--- src/include/ptr_pkg.sv ---
// constants and types for the program table read unit
package ptr_pkg;

   // widths
   localparam int PTR_W     = 21;
   localparam int ADR_W     = 22;
   localparam int BLK_W     = 3;
   localparam int BLK_SHIFT = 14;

   // instruction decode
   localparam logic [15:0] OPC_FIXED = 16'h0008;
   localparam logic [15:0] OPC_MASK  = 16'hFFFC;

   typedef enum logic [1:0] {
      MODE_KEEP    = 2'b00,
      MODE_POSTINC = 2'b01,
      MODE_POSTDEC = 2'b10,
      MODE_PREINC  = 2'b11
   } ptr_mode_t;

   typedef enum logic [0:0] {
      ST_IDLE = 1'b0,
      ST_READ = 1'b1
   } ptr_state_t;

   // register byte addresses
   localparam logic [ADR_W-1:0] ADDR_GUARD_LO = 22'h30000C;
   localparam logic [ADR_W-1:0] ADDR_GUARD_HI = 22'h30000D;
   localparam logic [ADR_W-1:0] ADDR_PTR_L    = 22'h3FFFF0;
   localparam logic [ADR_W-1:0] ADDR_PTR_H    = 22'h3FFFF1;
   localparam logic [ADR_W-1:0] ADDR_PTR_U    = 22'h3FFFF2;
   localparam logic [ADR_W-1:0] ADDR_LATCH    = 22'h3FFFF3;
   localparam logic [ADR_W-1:0] ADDR_STATUS   = 22'h3FFFF4;

   // guard byte layout and unprogrammed values
   localparam logic [7:0] GUARD_LO_MASK  = 8'h3F;
   localparam logic [7:0] GUARD_HI_MASK  = 8'h40;
   localparam logic [7:0] GUARD_LO_RESET = 8'h3F;
   localparam logic [7:0] GUARD_HI_RESET = 8'h40;
   localparam int         BOOT_BIT       = 6;

   // address map of guarded regions
   localparam logic [PTR_W-1:0] BOOT_LAST = 21'h0007FF;
   localparam logic [PTR_W-1:0] BLK_LAST  = 21'h017FFF;
   localparam logic [BLK_W-1:0] BLK_BOOT  = 3'h6;
   localparam logic [BLK_W-1:0] BLK_NONE  = 3'h7;

   // pointer and status layout
   localparam logic [PTR_W-1:0] PTR_ONE     = 21'h000001;
   localparam logic [PTR_W-1:0] PTR_RESET   = 21'h000000;
   localparam logic [7:0]       PTR_U_MASK  = 8'h1F;
   localparam logic [7:0]       LATCH_RESET = 8'h00;
   localparam logic [7:0]       REFUSED_BYTE = 8'h00;
   localparam int               STAT_REFUSED = 0;
   localparam int               STAT_BUSY    = 1;

endpackage : ptr_pkg

--- src/rtl/ptr_table_read.sv ---
// program table read unit: pointer, latch, read guards and register port
//
// Decided for this implementation: the plain strobed port.
`timescale 1ns/1ns
module ptr_table_read (
   // clock and reset
   input  wire logic                          CLK,
   input  wire logic                          SRST,
   // instruction issue from the core
   input  wire logic                          INSTR_VALID,
   input  wire logic [15:0]                   INSTR_WORD,
   input  wire logic [ptr_pkg::PTR_W-1:0]     INSTR_PC,
   output logic                               INSTR_READY,
   // completion
   output logic                               TBL_DONE,
   output logic                               TBL_REFUSED,
   output logic [7:0]                         TABLE_LATCH,
   output logic [ptr_pkg::PTR_W-1:0]          TABLE_POINTER,
   // program memory array
   output logic [ptr_pkg::PTR_W-1:0]          MEM_ADDR,
   output logic                               MEM_RD,
   input  wire logic [15:0]                   MEM_DATA,
   // register port
   input  wire logic [ptr_pkg::ADR_W-1:0]     REG_ADDR,
   input  wire logic [7:0]                    REG_WDATA,
   input  wire logic                          REG_WR,
   input  wire logic                          REG_RD,
   output logic [7:0]                         REG_RDATA
);

   // region number of a byte address: blocks 0..5, boot, or unguarded
   function automatic logic [ptr_pkg::BLK_W-1:0] region_of(
      input logic [ptr_pkg::PTR_W-1:0] addr
   );
      logic [ptr_pkg::BLK_W-1:0] r;
      r = ptr_pkg::BLK_NONE;
      if (addr <= ptr_pkg::BOOT_LAST) begin
         r = ptr_pkg::BLK_BOOT;
      end else if (addr <= ptr_pkg::BLK_LAST) begin
         r = addr[ptr_pkg::BLK_SHIFT +: ptr_pkg::BLK_W];
      end
      return r;
   endfunction : region_of

   // guard bit of a region; unguarded space is always open
   function automatic logic guard_open(
      input logic [ptr_pkg::BLK_W-1:0] reg_n,
      input logic [7:0]                lo,
      input logic [7:0]                hi
   );
      logic g;
      g = 1'b1;
      case (reg_n)
         ptr_pkg::BLK_BOOT: g = hi[ptr_pkg::BOOT_BIT];
         ptr_pkg::BLK_NONE: g = 1'b1;
         default:           g = lo[reg_n];
      endcase
      return g;
   endfunction : guard_open

   // guard byte after a clearing write; a bit can only go from one to zero
   function automatic logic [7:0] guard_clear(
      input logic [7:0] old,
      input logic [7:0] wdata,
      input logic [7:0] mask
   );
      return old & wdata & mask;
   endfunction : guard_clear

   // state
   ptr_pkg::ptr_state_t             state;
   ptr_pkg::ptr_state_t             next_state;
   ptr_pkg::ptr_mode_t              mode;
   logic [ptr_pkg::PTR_W-1:0]       pointer;
   logic [ptr_pkg::PTR_W-1:0]       next_pointer;
   logic [ptr_pkg::PTR_W-1:0]       mem_addr;
   logic [ptr_pkg::BLK_W-1:0]       exec_region;
   logic [7:0]                      latch;
   logic [7:0]                      next_latch;
   logic [7:0]                      guard_lo;
   logic [7:0]                      guard_hi;
   logic                            refused_flag;
   logic                            done;
   logic                            refused;
   logic                            mem_rd;
   logic [7:0]                      rdata;

   // decode wires
   logic                            is_table_read_instr;
   logic                            accept;
   ptr_pkg::ptr_mode_t              instr_mode;
   logic [ptr_pkg::PTR_W-1:0]       ptr_inc;
   logic [ptr_pkg::PTR_W-1:0]       ptr_dec;
   logic [ptr_pkg::PTR_W-1:0]       target;
   logic [ptr_pkg::BLK_W-1:0]       target_region;
   logic                            allowed;
   logic [7:0]                      mem_byte;
   logic                            in_read;

   // register decode wires
   logic                            sel_glo;
   logic                            sel_ghi;
   logic                            sel_pl;
   logic                            sel_ph;
   logic                            sel_pu;
   logic                            sel_lat;
   logic                            sel_stat;
   logic                            wr_ptr;
   logic [ptr_pkg::PTR_W-1:0]       sw_pointer;
   logic [7:0]                      status_byte;
   logic [7:0]                      rd_mux;
   logic                            wr_glo;
   logic                            wr_ghi;
   logic                            wr_lat;
   logic                            clr_refused;
   logic                            refuse_now;
   logic [7:0]                      next_guard_lo;
   logic [7:0]                      next_guard_hi;
   logic [7:0]                      guard_lo_view;
   logic [7:0]                      guard_hi_view;
   logic [7:0]                      ptr_u_view;

   // instruction decode; only the fixed opcode is taken
   assign is_table_read_instr    = (INSTR_WORD & ptr_pkg::OPC_MASK) == ptr_pkg::OPC_FIXED;
   assign instr_mode  = ptr_pkg::ptr_mode_t'(INSTR_WORD[1:0]);
   assign INSTR_READY = (state == ptr_pkg::ST_IDLE);
   assign accept      = INSTR_VALID & is_table_read_instr & INSTR_READY;

   // wrapping arithmetic, a carry out of bit 20 is simply dropped
   assign ptr_inc = pointer + ptr_pkg::PTR_ONE;
   assign ptr_dec = pointer - ptr_pkg::PTR_ONE;

   // pre-increment reads at the bumped address, others at the current one
   assign target = (instr_mode == ptr_pkg::MODE_PREINC) ? ptr_inc : pointer;

   // guard check: open guard, or reader and target in the same region
   assign in_read       = (state == ptr_pkg::ST_READ);
   assign target_region = region_of(mem_addr);
   assign allowed = guard_open(target_region, guard_lo, guard_hi)
                  | (target_region == exec_region);

   // byte lane within the 16-bit program word
   assign mem_byte = mem_addr[0] ? MEM_DATA[15:8] : MEM_DATA[7:0];

   // latch loads the memory byte, or a zero byte when the guard refuses
   assign next_latch = allowed ? mem_byte : ptr_pkg::REFUSED_BYTE;

   // register select
   assign sel_glo  = REG_ADDR == ptr_pkg::ADDR_GUARD_LO;
   assign sel_ghi  = REG_ADDR == ptr_pkg::ADDR_GUARD_HI;
   assign sel_pl   = REG_ADDR == ptr_pkg::ADDR_PTR_L;
   assign sel_ph   = REG_ADDR == ptr_pkg::ADDR_PTR_H;
   assign sel_pu   = REG_ADDR == ptr_pkg::ADDR_PTR_U;
   assign sel_lat  = REG_ADDR == ptr_pkg::ADDR_LATCH;
   assign sel_stat = REG_ADDR == ptr_pkg::ADDR_STATUS;
   assign wr_ptr   = REG_WR & (sel_pl | sel_ph | sel_pu);
   assign wr_glo   = REG_WR & sel_glo;
   assign wr_ghi   = REG_WR & sel_ghi;
   assign wr_lat   = REG_WR & sel_lat;

   // status clear and a refusal in the same cycle: the refusal is kept
   assign clr_refused = REG_WR & sel_stat & REG_WDATA[ptr_pkg::STAT_REFUSED];
   assign refuse_now  = in_read & ~allowed;

   // clear-only guard update, so software can never reopen a guard
   assign next_guard_lo = wr_glo ? guard_clear(guard_lo, REG_WDATA, ptr_pkg::GUARD_LO_MASK)
                                 : guard_lo;
   assign next_guard_hi = wr_ghi ? guard_clear(guard_hi, REG_WDATA, ptr_pkg::GUARD_HI_MASK)
                                 : guard_hi;

   // software read views; bits without a meaning always read zero
   assign guard_lo_view = guard_lo & ptr_pkg::GUARD_LO_MASK;
   assign guard_hi_view = guard_hi & ptr_pkg::GUARD_HI_MASK;
   assign ptr_u_view    = {3'h0, pointer[20:16]} & ptr_pkg::PTR_U_MASK;

   // software view of the pointer after a byte write
   assign sw_pointer = {
      sel_pu ? REG_WDATA[4:0] : pointer[20:16],
      sel_ph ? REG_WDATA      : pointer[15:8],
      sel_pl ? REG_WDATA      : pointer[7:0]
   };

   // next pointer: the completing read wins over a software write
   always_comb begin
      next_pointer = pointer;
      if (in_read) begin
         case (mode)
            ptr_pkg::MODE_KEEP:    next_pointer = pointer;
            ptr_pkg::MODE_POSTINC: next_pointer = ptr_inc;
            ptr_pkg::MODE_POSTDEC: next_pointer = ptr_dec;
            ptr_pkg::MODE_PREINC:  next_pointer = mem_addr;
            default:               next_pointer = pointer;
         endcase
      end else if (wr_ptr) begin
         next_pointer = sw_pointer;
      end
   end

   // sequencer: decode cycle then read cycle
   always_comb begin
      next_state = state;
      case (state)
         ptr_pkg::ST_IDLE: begin
            if (accept) begin
               next_state = ptr_pkg::ST_READ;
            end
         end
         ptr_pkg::ST_READ: next_state = ptr_pkg::ST_IDLE;
         default:          next_state = ptr_pkg::ST_IDLE;
      endcase
   end

   // sequencer state
   always_ff @(posedge CLK) begin
      if (SRST) begin
         state <= ptr_pkg::ST_IDLE;
      end else begin
         state <= next_state;
      end
   end

   // table pointer; wraps inside its own width through next_pointer
   always_ff @(posedge CLK) begin
      if (SRST) begin
         pointer <= ptr_pkg::PTR_RESET;
      end else begin
         pointer <= next_pointer;
      end
   end

   // array read strobe, high for exactly the read cycle
   always_ff @(posedge CLK) begin
      if (SRST) begin
         mem_rd <= 1'b0;
      end else begin
         mem_rd <= accept;
      end
   end

   // capture mode, read address and issuing region at decode; they stand until the next accept
   always_ff @(posedge CLK) begin
      if (SRST) begin
         mode        <= ptr_pkg::MODE_KEEP;
         mem_addr    <= ptr_pkg::PTR_RESET;
         exec_region <= ptr_pkg::BLK_NONE;
      end else if (accept) begin
         mode        <= instr_mode;
         mem_addr    <= target;
         exec_region <= region_of(INSTR_PC);
      end
   end

   // latch: the read cycle has priority over a software write
   always_ff @(posedge CLK) begin
      if (SRST) begin
         latch <= ptr_pkg::LATCH_RESET;
      end else if (in_read) begin
         latch <= next_latch;
      end else if (wr_lat) begin
         latch <= REG_WDATA;
      end
   end

   // completion pulse, one cycle after the read cycle
   always_ff @(posedge CLK) begin
      if (SRST) begin
         done <= 1'b0;
      end else begin
         done <= in_read;
      end
   end

   // refusal pulse, always together with the completion pulse
   always_ff @(posedge CLK) begin
      if (SRST) begin
         refused <= 1'b0;
      end else begin
         refused <= refuse_now;
      end
   end

   // sticky refusal flag, write one to clear; a new refusal beats the clear
   always_ff @(posedge CLK) begin
      if (SRST) begin
         refused_flag <= 1'b0;
      end else if (refuse_now) begin
         refused_flag <= 1'b1;
      end else if (clr_refused) begin
         refused_flag <= 1'b0;
      end
   end

   // guard bytes: unprogrammed ones after reset, clear-only writes otherwise
   always_ff @(posedge CLK) begin
      if (SRST) begin
         guard_lo <= ptr_pkg::GUARD_LO_RESET;
         guard_hi <= ptr_pkg::GUARD_HI_RESET;
      end else begin
         guard_lo <= next_guard_lo;
         guard_hi <= next_guard_hi;
      end
   end

   // status byte seen by software
   always_comb begin
      status_byte = 8'h00;
      status_byte[ptr_pkg::STAT_REFUSED] = refused_flag;
      status_byte[ptr_pkg::STAT_BUSY]    = in_read;
   end

   // read mux; unmapped addresses answer zero
   always_comb begin
      rd_mux = 8'h00;
      if (sel_glo) begin
         rd_mux = guard_lo_view;
      end else if (sel_ghi) begin
         rd_mux = guard_hi_view;
      end else if (sel_pl) begin
         rd_mux = pointer[7:0];
      end else if (sel_ph) begin
         rd_mux = pointer[15:8];
      end else if (sel_pu) begin
         rd_mux = ptr_u_view;
      end else if (sel_lat) begin
         rd_mux = latch;
      end else if (sel_stat) begin
         rd_mux = status_byte;
      end
   end

   // read data stands only in the cycle after the strobe
   always_ff @(posedge CLK) begin
      if (SRST) begin
         rdata <= 8'h00;
      end else if (REG_RD) begin
         rdata <= rd_mux;
      end else begin
         rdata <= 8'h00;
      end
   end

   // outputs, all from flip-flops except the ready handshake
   assign TBL_DONE      = done;
   assign TBL_REFUSED   = refused;
   assign TABLE_LATCH   = latch;
   assign TABLE_POINTER = pointer;
   assign MEM_ADDR      = mem_addr;
   assign MEM_RD        = mem_rd;
   assign REG_RDATA     = rdata;

endmodule : ptr_table_read

--- config.mk ---
export PLATFORM = sky130hd
export DESIGN_NAME = ptr_table_read
export DESIGN_NICKNAME = d
export VERILOG_FILES = /design/src/include/ptr_pkg.sv /design/src/rtl/ptr_table_read.sv
export SDC_FILE = /design/constraint.sdc
export NUM_CORES = 1
export LEC_CHECK = 0
export ABC_CLOCK_PERIOD_IN_PS = 8100
export BUFFER_PORTS_ARGS = -buffer_cell sky130_fd_sc_hd__buf_2
export CORE_MARGIN = 4
export CORE_UTILIZATION = 55
export DETAILED_ROUTE_END_ITERATION = 10
export PLACE_DENSITY = 0.81
export REMOVE_ABC_BUFFERS = 1
export SYNTH_ARGS = -nofsm -noshare
export SYNTH_HDL_FRONTEND = slang
export SYNTH_SLANG_ARGS = --single-unit
--- constraint.sdc ---
create_clock -name CLK -period 8.1 [get_ports CLK]
set_input_delay 1.62 -clock CLK [delete_from_list [all_inputs] [get_ports CLK]]
set_output_delay 1.62 -clock CLK [all_outputs]
set_load 0.005 [all_outputs]
# ---- Word level (Yosys, flattened, before mapping)
# Index checks and enable logic that the tools add are counted.
dict set report word_totals {
  ff_bits 75
  input_bits 88
  wordCells 99
}
dict set report op_classes {
  add_sub_neg 2
  order_cmp 5
  eq_ne 16
  n_mux 29
  n_bitwise 17
  n_reduce_logical 13
}
# op count
set ops {}
lappend ops {{22-bit == test (second input constant)} 7}
lappend ops {{8-bit 2-to-1 mux} 10}
lappend ops {{21-bit 2-to-1 mux} 3}
lappend ops {{21-bit one-hot mux with 3 select lines} 1}
lappend ops {{21-bit by 11-bit less-or-equal comparator with 1-bit output (second input constant)} 2}
lappend ops {{21-bit by 17-bit less-or-equal comparator with 1-bit output (second input constant)} 2}
lappend ops {{21-bit by 1-bit adder with 21-bit output (second input constant)} 1}
lappend ops {{21-bit by 1-bit subtractor with 21-bit output (second input constant)} 1}
lappend ops {{14-bit by 2-bit == test with 1-bit output (second input constant)} 1}
lappend ops {{3-bit 2-to-1 mux} 4}
lappend ops {{2-bit nonzero test} 6}
lappend ops {{1-bit bitwise AND} 9}
lappend ops {{3-bit AND reduction} 3}
lappend ops {{7-bit bitwise AND} 1}
lappend ops {{7-bit 2-to-1 mux} 1}
lappend ops {{6-bit bitwise AND} 1}
lappend ops {{2-bit == test (second input constant)} 3}
lappend ops {{3-bit == test (second input constant)} 2}
lappend ops {{6-bit 2-to-1 mux} 1}
lappend ops {{5-bit 2-to-1 mux} 1}
lappend ops {{3-bit by 4-bit < comparator with 1-bit output (second input constant)} 1}
lappend ops {{1-bit 2-to-1 mux} 4}
lappend ops {{1-bit one-hot mux with 2 select lines} 2}
lappend ops {{4-bit OR reduction} 1}
lappend ops {{other kinds (10)} 14}

# ---- Logic depth before layout (Yosys ltp)
dict set report logic_depth {
  word_depth 10
  ltp_mapped 11
  depth_no_buf 8
}

# ---- Least setup slack after synthesis
# Ideal clock, no wire load.
dict set report synth_timing {
  kind {input to register}
  start {in REG_ADDR[20] (netlist name)}
  end {reg pointer, in the netlist TABLE_POINTER[13]}
  setup_time_ns 0.083
  arrival_ns 3.549
  t_required_ns 8.017
  path_slack_ns 4.469
  path_stages 7
  cell_sequence {nand2_1 -> or3_1 -> or4_1 -> buf_4 -> o31ai_4 -> mux2_2 -> o221ai_1}
}
dict set report synth_between {
  elab_chain_len 6
}
# element line
set synth_lines {}
lappend synth_lines {{from (decl)} ptr_table_read.sv:24} ;# input wire logic [ptr_pkg::ADR_W-1:0] REG_ADDR,
lappend synth_lines {{22-bit == test (on tied branches)} {ptr_table_read.sv:151, ptr_table_read.sv:152}}
lappend synth_lines {{1-bit bitwise OR (2 in series)} ptr_table_read.sv:156} ;# assign wr_ptr = REG_WR & (sel_pl | sel_ph | sel_pu);
lappend synth_lines {{1-bit bitwise AND} ptr_table_read.sv:156}
lappend synth_lines {{2-bit nonzero test (no source line)} n/a}
lappend synth_lines {{3-bit AND reduction (no source line) (*)} n/a}
lappend synth_lines {{to (signal assigned)} ptr_table_read.sv:225} ;# pointer <= ptr_pkg::PTR_RESET;
lappend synth_lines {{to (signal assigned)} ptr_table_read.sv:227} ;# pointer <= next_pointer;
lappend synth_lines {{to (decl)} ptr_table_read.sv:74} ;# logic [ptr_pkg::PTR_W-1:0] pointer;
# Mark *: on every way between the ends. The rest lies on a longest branch, timed or not.
# A chain may end at the register's enable or synchronous reset.

# ---- Worst setup path in the final report
dict set report layout_timing {
  start {in REG_ADDR[21] (netlist name)}
  end {reg pointer, in the netlist TABLE_POINTER[13]}
}
# Same word-level chain as after synthesis.

==> impl_results.md <==
* Number of global-route vias before repair at 5,615
* Crit end category: register
* CP Max Fanout at 10
* Remaining global-route overflow at 0
* Die area at 11,100 um^2
* Final worst setup slack at 4.34 ns
* Clock Skews at 0.0134 ns
* GPL Wtd Cong at 0.956
* Crit path cell chain: buf_2 -> nand2_1 -> or3_1 -> or4_1 -> o31ai_4 -> mux2_2 -> o221ai_1
* Crit-path max cell delay at 0.75 ns
* Final setup fails at 0
* Drt wl/cell at 20.6 um
* Synth-to-layout area growth at 16.3%
* Post-CTS Setup Bufs at 0
* Largest vdd supply drop at 103 uV
* Worst Hold Class: reg2reg
* Worst path arrival time at 4.03 ns
* Hold depth at 2
* Setup_tns at 0 ns
* Initial antenna violation count at 0
* Max-slew violation count at 0
* Hpwl dp at 13,300 um
* Port bufs at 138
* Pwr/cell area at 125 nW/um^2
* Routed vias/inst at 6.52
* Min Hold Slack at 0.457 ns
* CTS Buffer Depth at 2
* Clock buffer count from CTS at 9
* CTS tree: yes
* FF-to-FF path depth at 8
* Yosys warnings at 0
* Routed WL at 18,700 um
* Final core utilization at 65.5%
* Detailed Routing Iterations Pass 1 at 7
* Final Cycle Share at 46.5%
* Leakage at 2.43 nW
* Avg Inst Size Synth at 7.70 um^2
* N_diodes at 0
* Endpoint, Worst Hold: mode[0]$_SDFFE_PP0P_
* Core Rows at 35
* Prevailing post-synth register cell: dfxtp_1
* Post-synth top area cell: dfxtp_1
* FF-to-FF Start: TABLE_POINTER[1]$_SDFFE_PP0P_
* Hold path startpoint: mode[0]$_SDFFE_PP0P_
* Syn Std Cell Area at 5200 um^2
* Crit path time final at 3.76 ns
* EDFF count, synth at 0
* GRT Overall Usage at 33.0%
* Initial DRC Count at 509
* Outcome: completed
* Clock Sinks at 75
* DRC viols at 0
* Vias at 5,912
* Crit start category: input port
* Reg2Reg Setup Slack at 5.10 ns
* Clock root buffer: clkbuf_8
* Final Cell Area at 6050 um^2
* Layout cells sized above 1 at 23.4%
* Nets at 863
* Setup Crit Path Kind: in2reg
* Starting Density at 56.3%
* H-tree depth at 3
* WP data required at 8.37 ns
* RSZ-0062 raised after global routing: false
* Final Hold Fails at 0
* Width of the die at 105 um
* FF-to-FF End: TABLE_POINTER[18]$_SDFFE_PP0P_
* Hold Buf Count CTS at 0
* Setup WS pre-CTS at 4.00 ns
* Cells after synthesis at 676
* Fraction of registers with async set/reset at 0%
* Largest net degree at the start of global routing at 48
* Die Y at 105 um
* Worst skew pair latency at 0.35 ns
* Top post-synthesis cells by area: dfxtp_1 29%, nand2_1 5.7%, xnor2_1 5.1%
* Distinct cells, synth at 73
* #FFs+latches synth at 75
* Sequential area share after synthesis at 28.9%
* Max_cap viols at 0
* Total power at 0.755 mW
* Rel. slew slack at 27.3%
* First-pass GRT wire length at 29,500 um
* Placed instance area at 5830 um^2
* Detail Route Antenna Nets at 0
* Top-area cell type share of the netlist area at 28.9%
* Post-route insts no fill at 907
* CTS clk-pin slew, worst paths at 0.08 ns
* Post-CTS sizing at 0
* Fmax at 0.266 GHz
* Core area at 9240 um^2
* # IOs at 150
* Crit-path slowest cell: or4_1
* Worst Max-Slew Pin Slew at 1.09 ns
* Placed cell count at 891
## cells by family after synthesis
family          after synthesis  share of synthesized area, %
compound gates              174                          23.0
buf+inv                      75                          6.45
simple gates                274                          27.3
mux                          32                          6.45
xor+xnor                     44                          7.41
fa+ha+maj                     2                         0.481
flops                        75                          28.9
## worst max-delay path by stage
stage | startpoint | end | slack [ns] | depth (start not counted)
finish | REG_ADDR[21] | TABLE_POINTER[13]$_SDFFE_PP0P_ | 4.34 | 7
global route | REG_ADDR[14] | REG_RDATA[3]$_SDFF_PP0_ | 4.14 | 7
CTS | REG_ADDR[21] | TABLE_POINTER[13]$_SDFFE_PP0P_ | 4.35 | 7
detailed placement | REG_ADDR[21] | TABLE_POINTER[13]$_SDFFE_PP0P_ | 4.00 | 7
global placement | REG_ADDR[20] | TABLE_POINTER[13]$_SDFFE_PP0P_ | 4.03 | 7
floorplan | REG_ADDR[20] | TABLE_POINTER[13]$_SDFFE_PP0P_ | 4.41 | 6
## layout by cell type, fill, tap and decap left out, types with 4 or more instances in the layout
cell / instances
nand4b_1: 5
or3_1: 5
xnor2_1: 30
nand3_1: 12
clkbuf_8: 10
a31oi_1: 5
mux2i_1: 20
o32ai_1: 12
nand4_1: 14
buf_2: 138
nor2_1: 59
nor2b_1: 10
nor3_1: 25
o211ai_1: 7
mux2_2: 12
or4_1: 8
nand2b_1: 7
nor4_1: 23
nand3b_1: 4
a211oi_1: 17
a311oi_1: 4
o31ai_1: 5
dfxtp_1: 75
inv_1: 15
nand2_1: 79
xor2_1: 14
o21ai_0: 44
buf_4: 7
a21oi_1: 30
o2111ai_1: 5
o22ai_1: 4
## critical path, delay by kind of cell
kind                   cells  cell delay, ns
buffers and inverters      1            0.09
multiplexers               1            0.40
AND/OR/NAND/NOR            3            1.17
AO/OA/AOI/OAI              2            0.74
## where the power goes
part	switching (mW)	internal [mW]	leakage, nW	total, mW
clock network	0.149	0.183	0.111	0.332
registers	0.00000987	0.368	0.604	0.368
logic	0.0329	0.0220	1.72	0.0549
## layer usage
| layer | vias to the layer above | share of wire (%) | wire length [um] | global-route usage (%) |
|---|---|---|---|---|
| met2 | 381 | 46 | 8620 | 52.9 |
| li1 | 2689 | - | - | - |
| met3 | 56 | 10 | 1950 | 5.82 |
| met4 | 0 | 3.3 | 618 | 14.7 |
| met5 | - | 0 | 0 | 0 |
| met1 | 2786 | 40 | 7540 | 43.2 |
## Yosys cell counts (3+ instances only)
cell / number
a311oi_1: 4
nor4_1: 23
o32ai_1: 12
nor3b_1: 3
or4_1: 8
mux2_2: 12
o31ai_1: 5
a21oi_1: 30
nand4_1: 14
a31oi_1: 5
a2111oi_0: 3
and2_1: 3
o2111ai_1: 5
xor2_1: 14
nand3b_1: 4
buf_1: 7
o31a_1: 3
xnor2_1: 30
clkbuf_1: 38
a21boi_0: 3
a221oi_1: 3
inv_1: 15
nand2b_1: 7
nand2_1: 79
o22ai_1: 4
nand3_1: 12
buf_2: 6
and4_1: 3
mux2i_1: 20
or3_1: 5
nor2b_1: 10
buf_6: 5
nor2_1: 59
a211oi_1: 17
dfxtp_1: 75
nor3_1: 25
o211ai_1: 7
a21o_1: 3
o21ai_0: 44
nand4b_1: 5
## cell type report
| class | instances | area [um^2] |
|---|---|---|
| multi-input combinational | 526 | 3370 |
| fill | 831 | 3190 |
| sequential | 75 | 1500 |
| timing repair buffer | 145 | 743 |
| tap | 129 | 161 |
| clock buffer | 12 | 145 |
| clock inverter | 4 | 73.8 |
| inverter | 16 | 60.1 |
## sequential cells by signal, indices dropped and copies added (netlist names), 2 cells and up
signal,count
mode,2
TABLE_POINTER,21
guard_lo,6
exec_region,3
REG_RDATA,8
TABLE_LATCH,8
MEM_ADDR,21
Power figures use the tool's default switching activity.
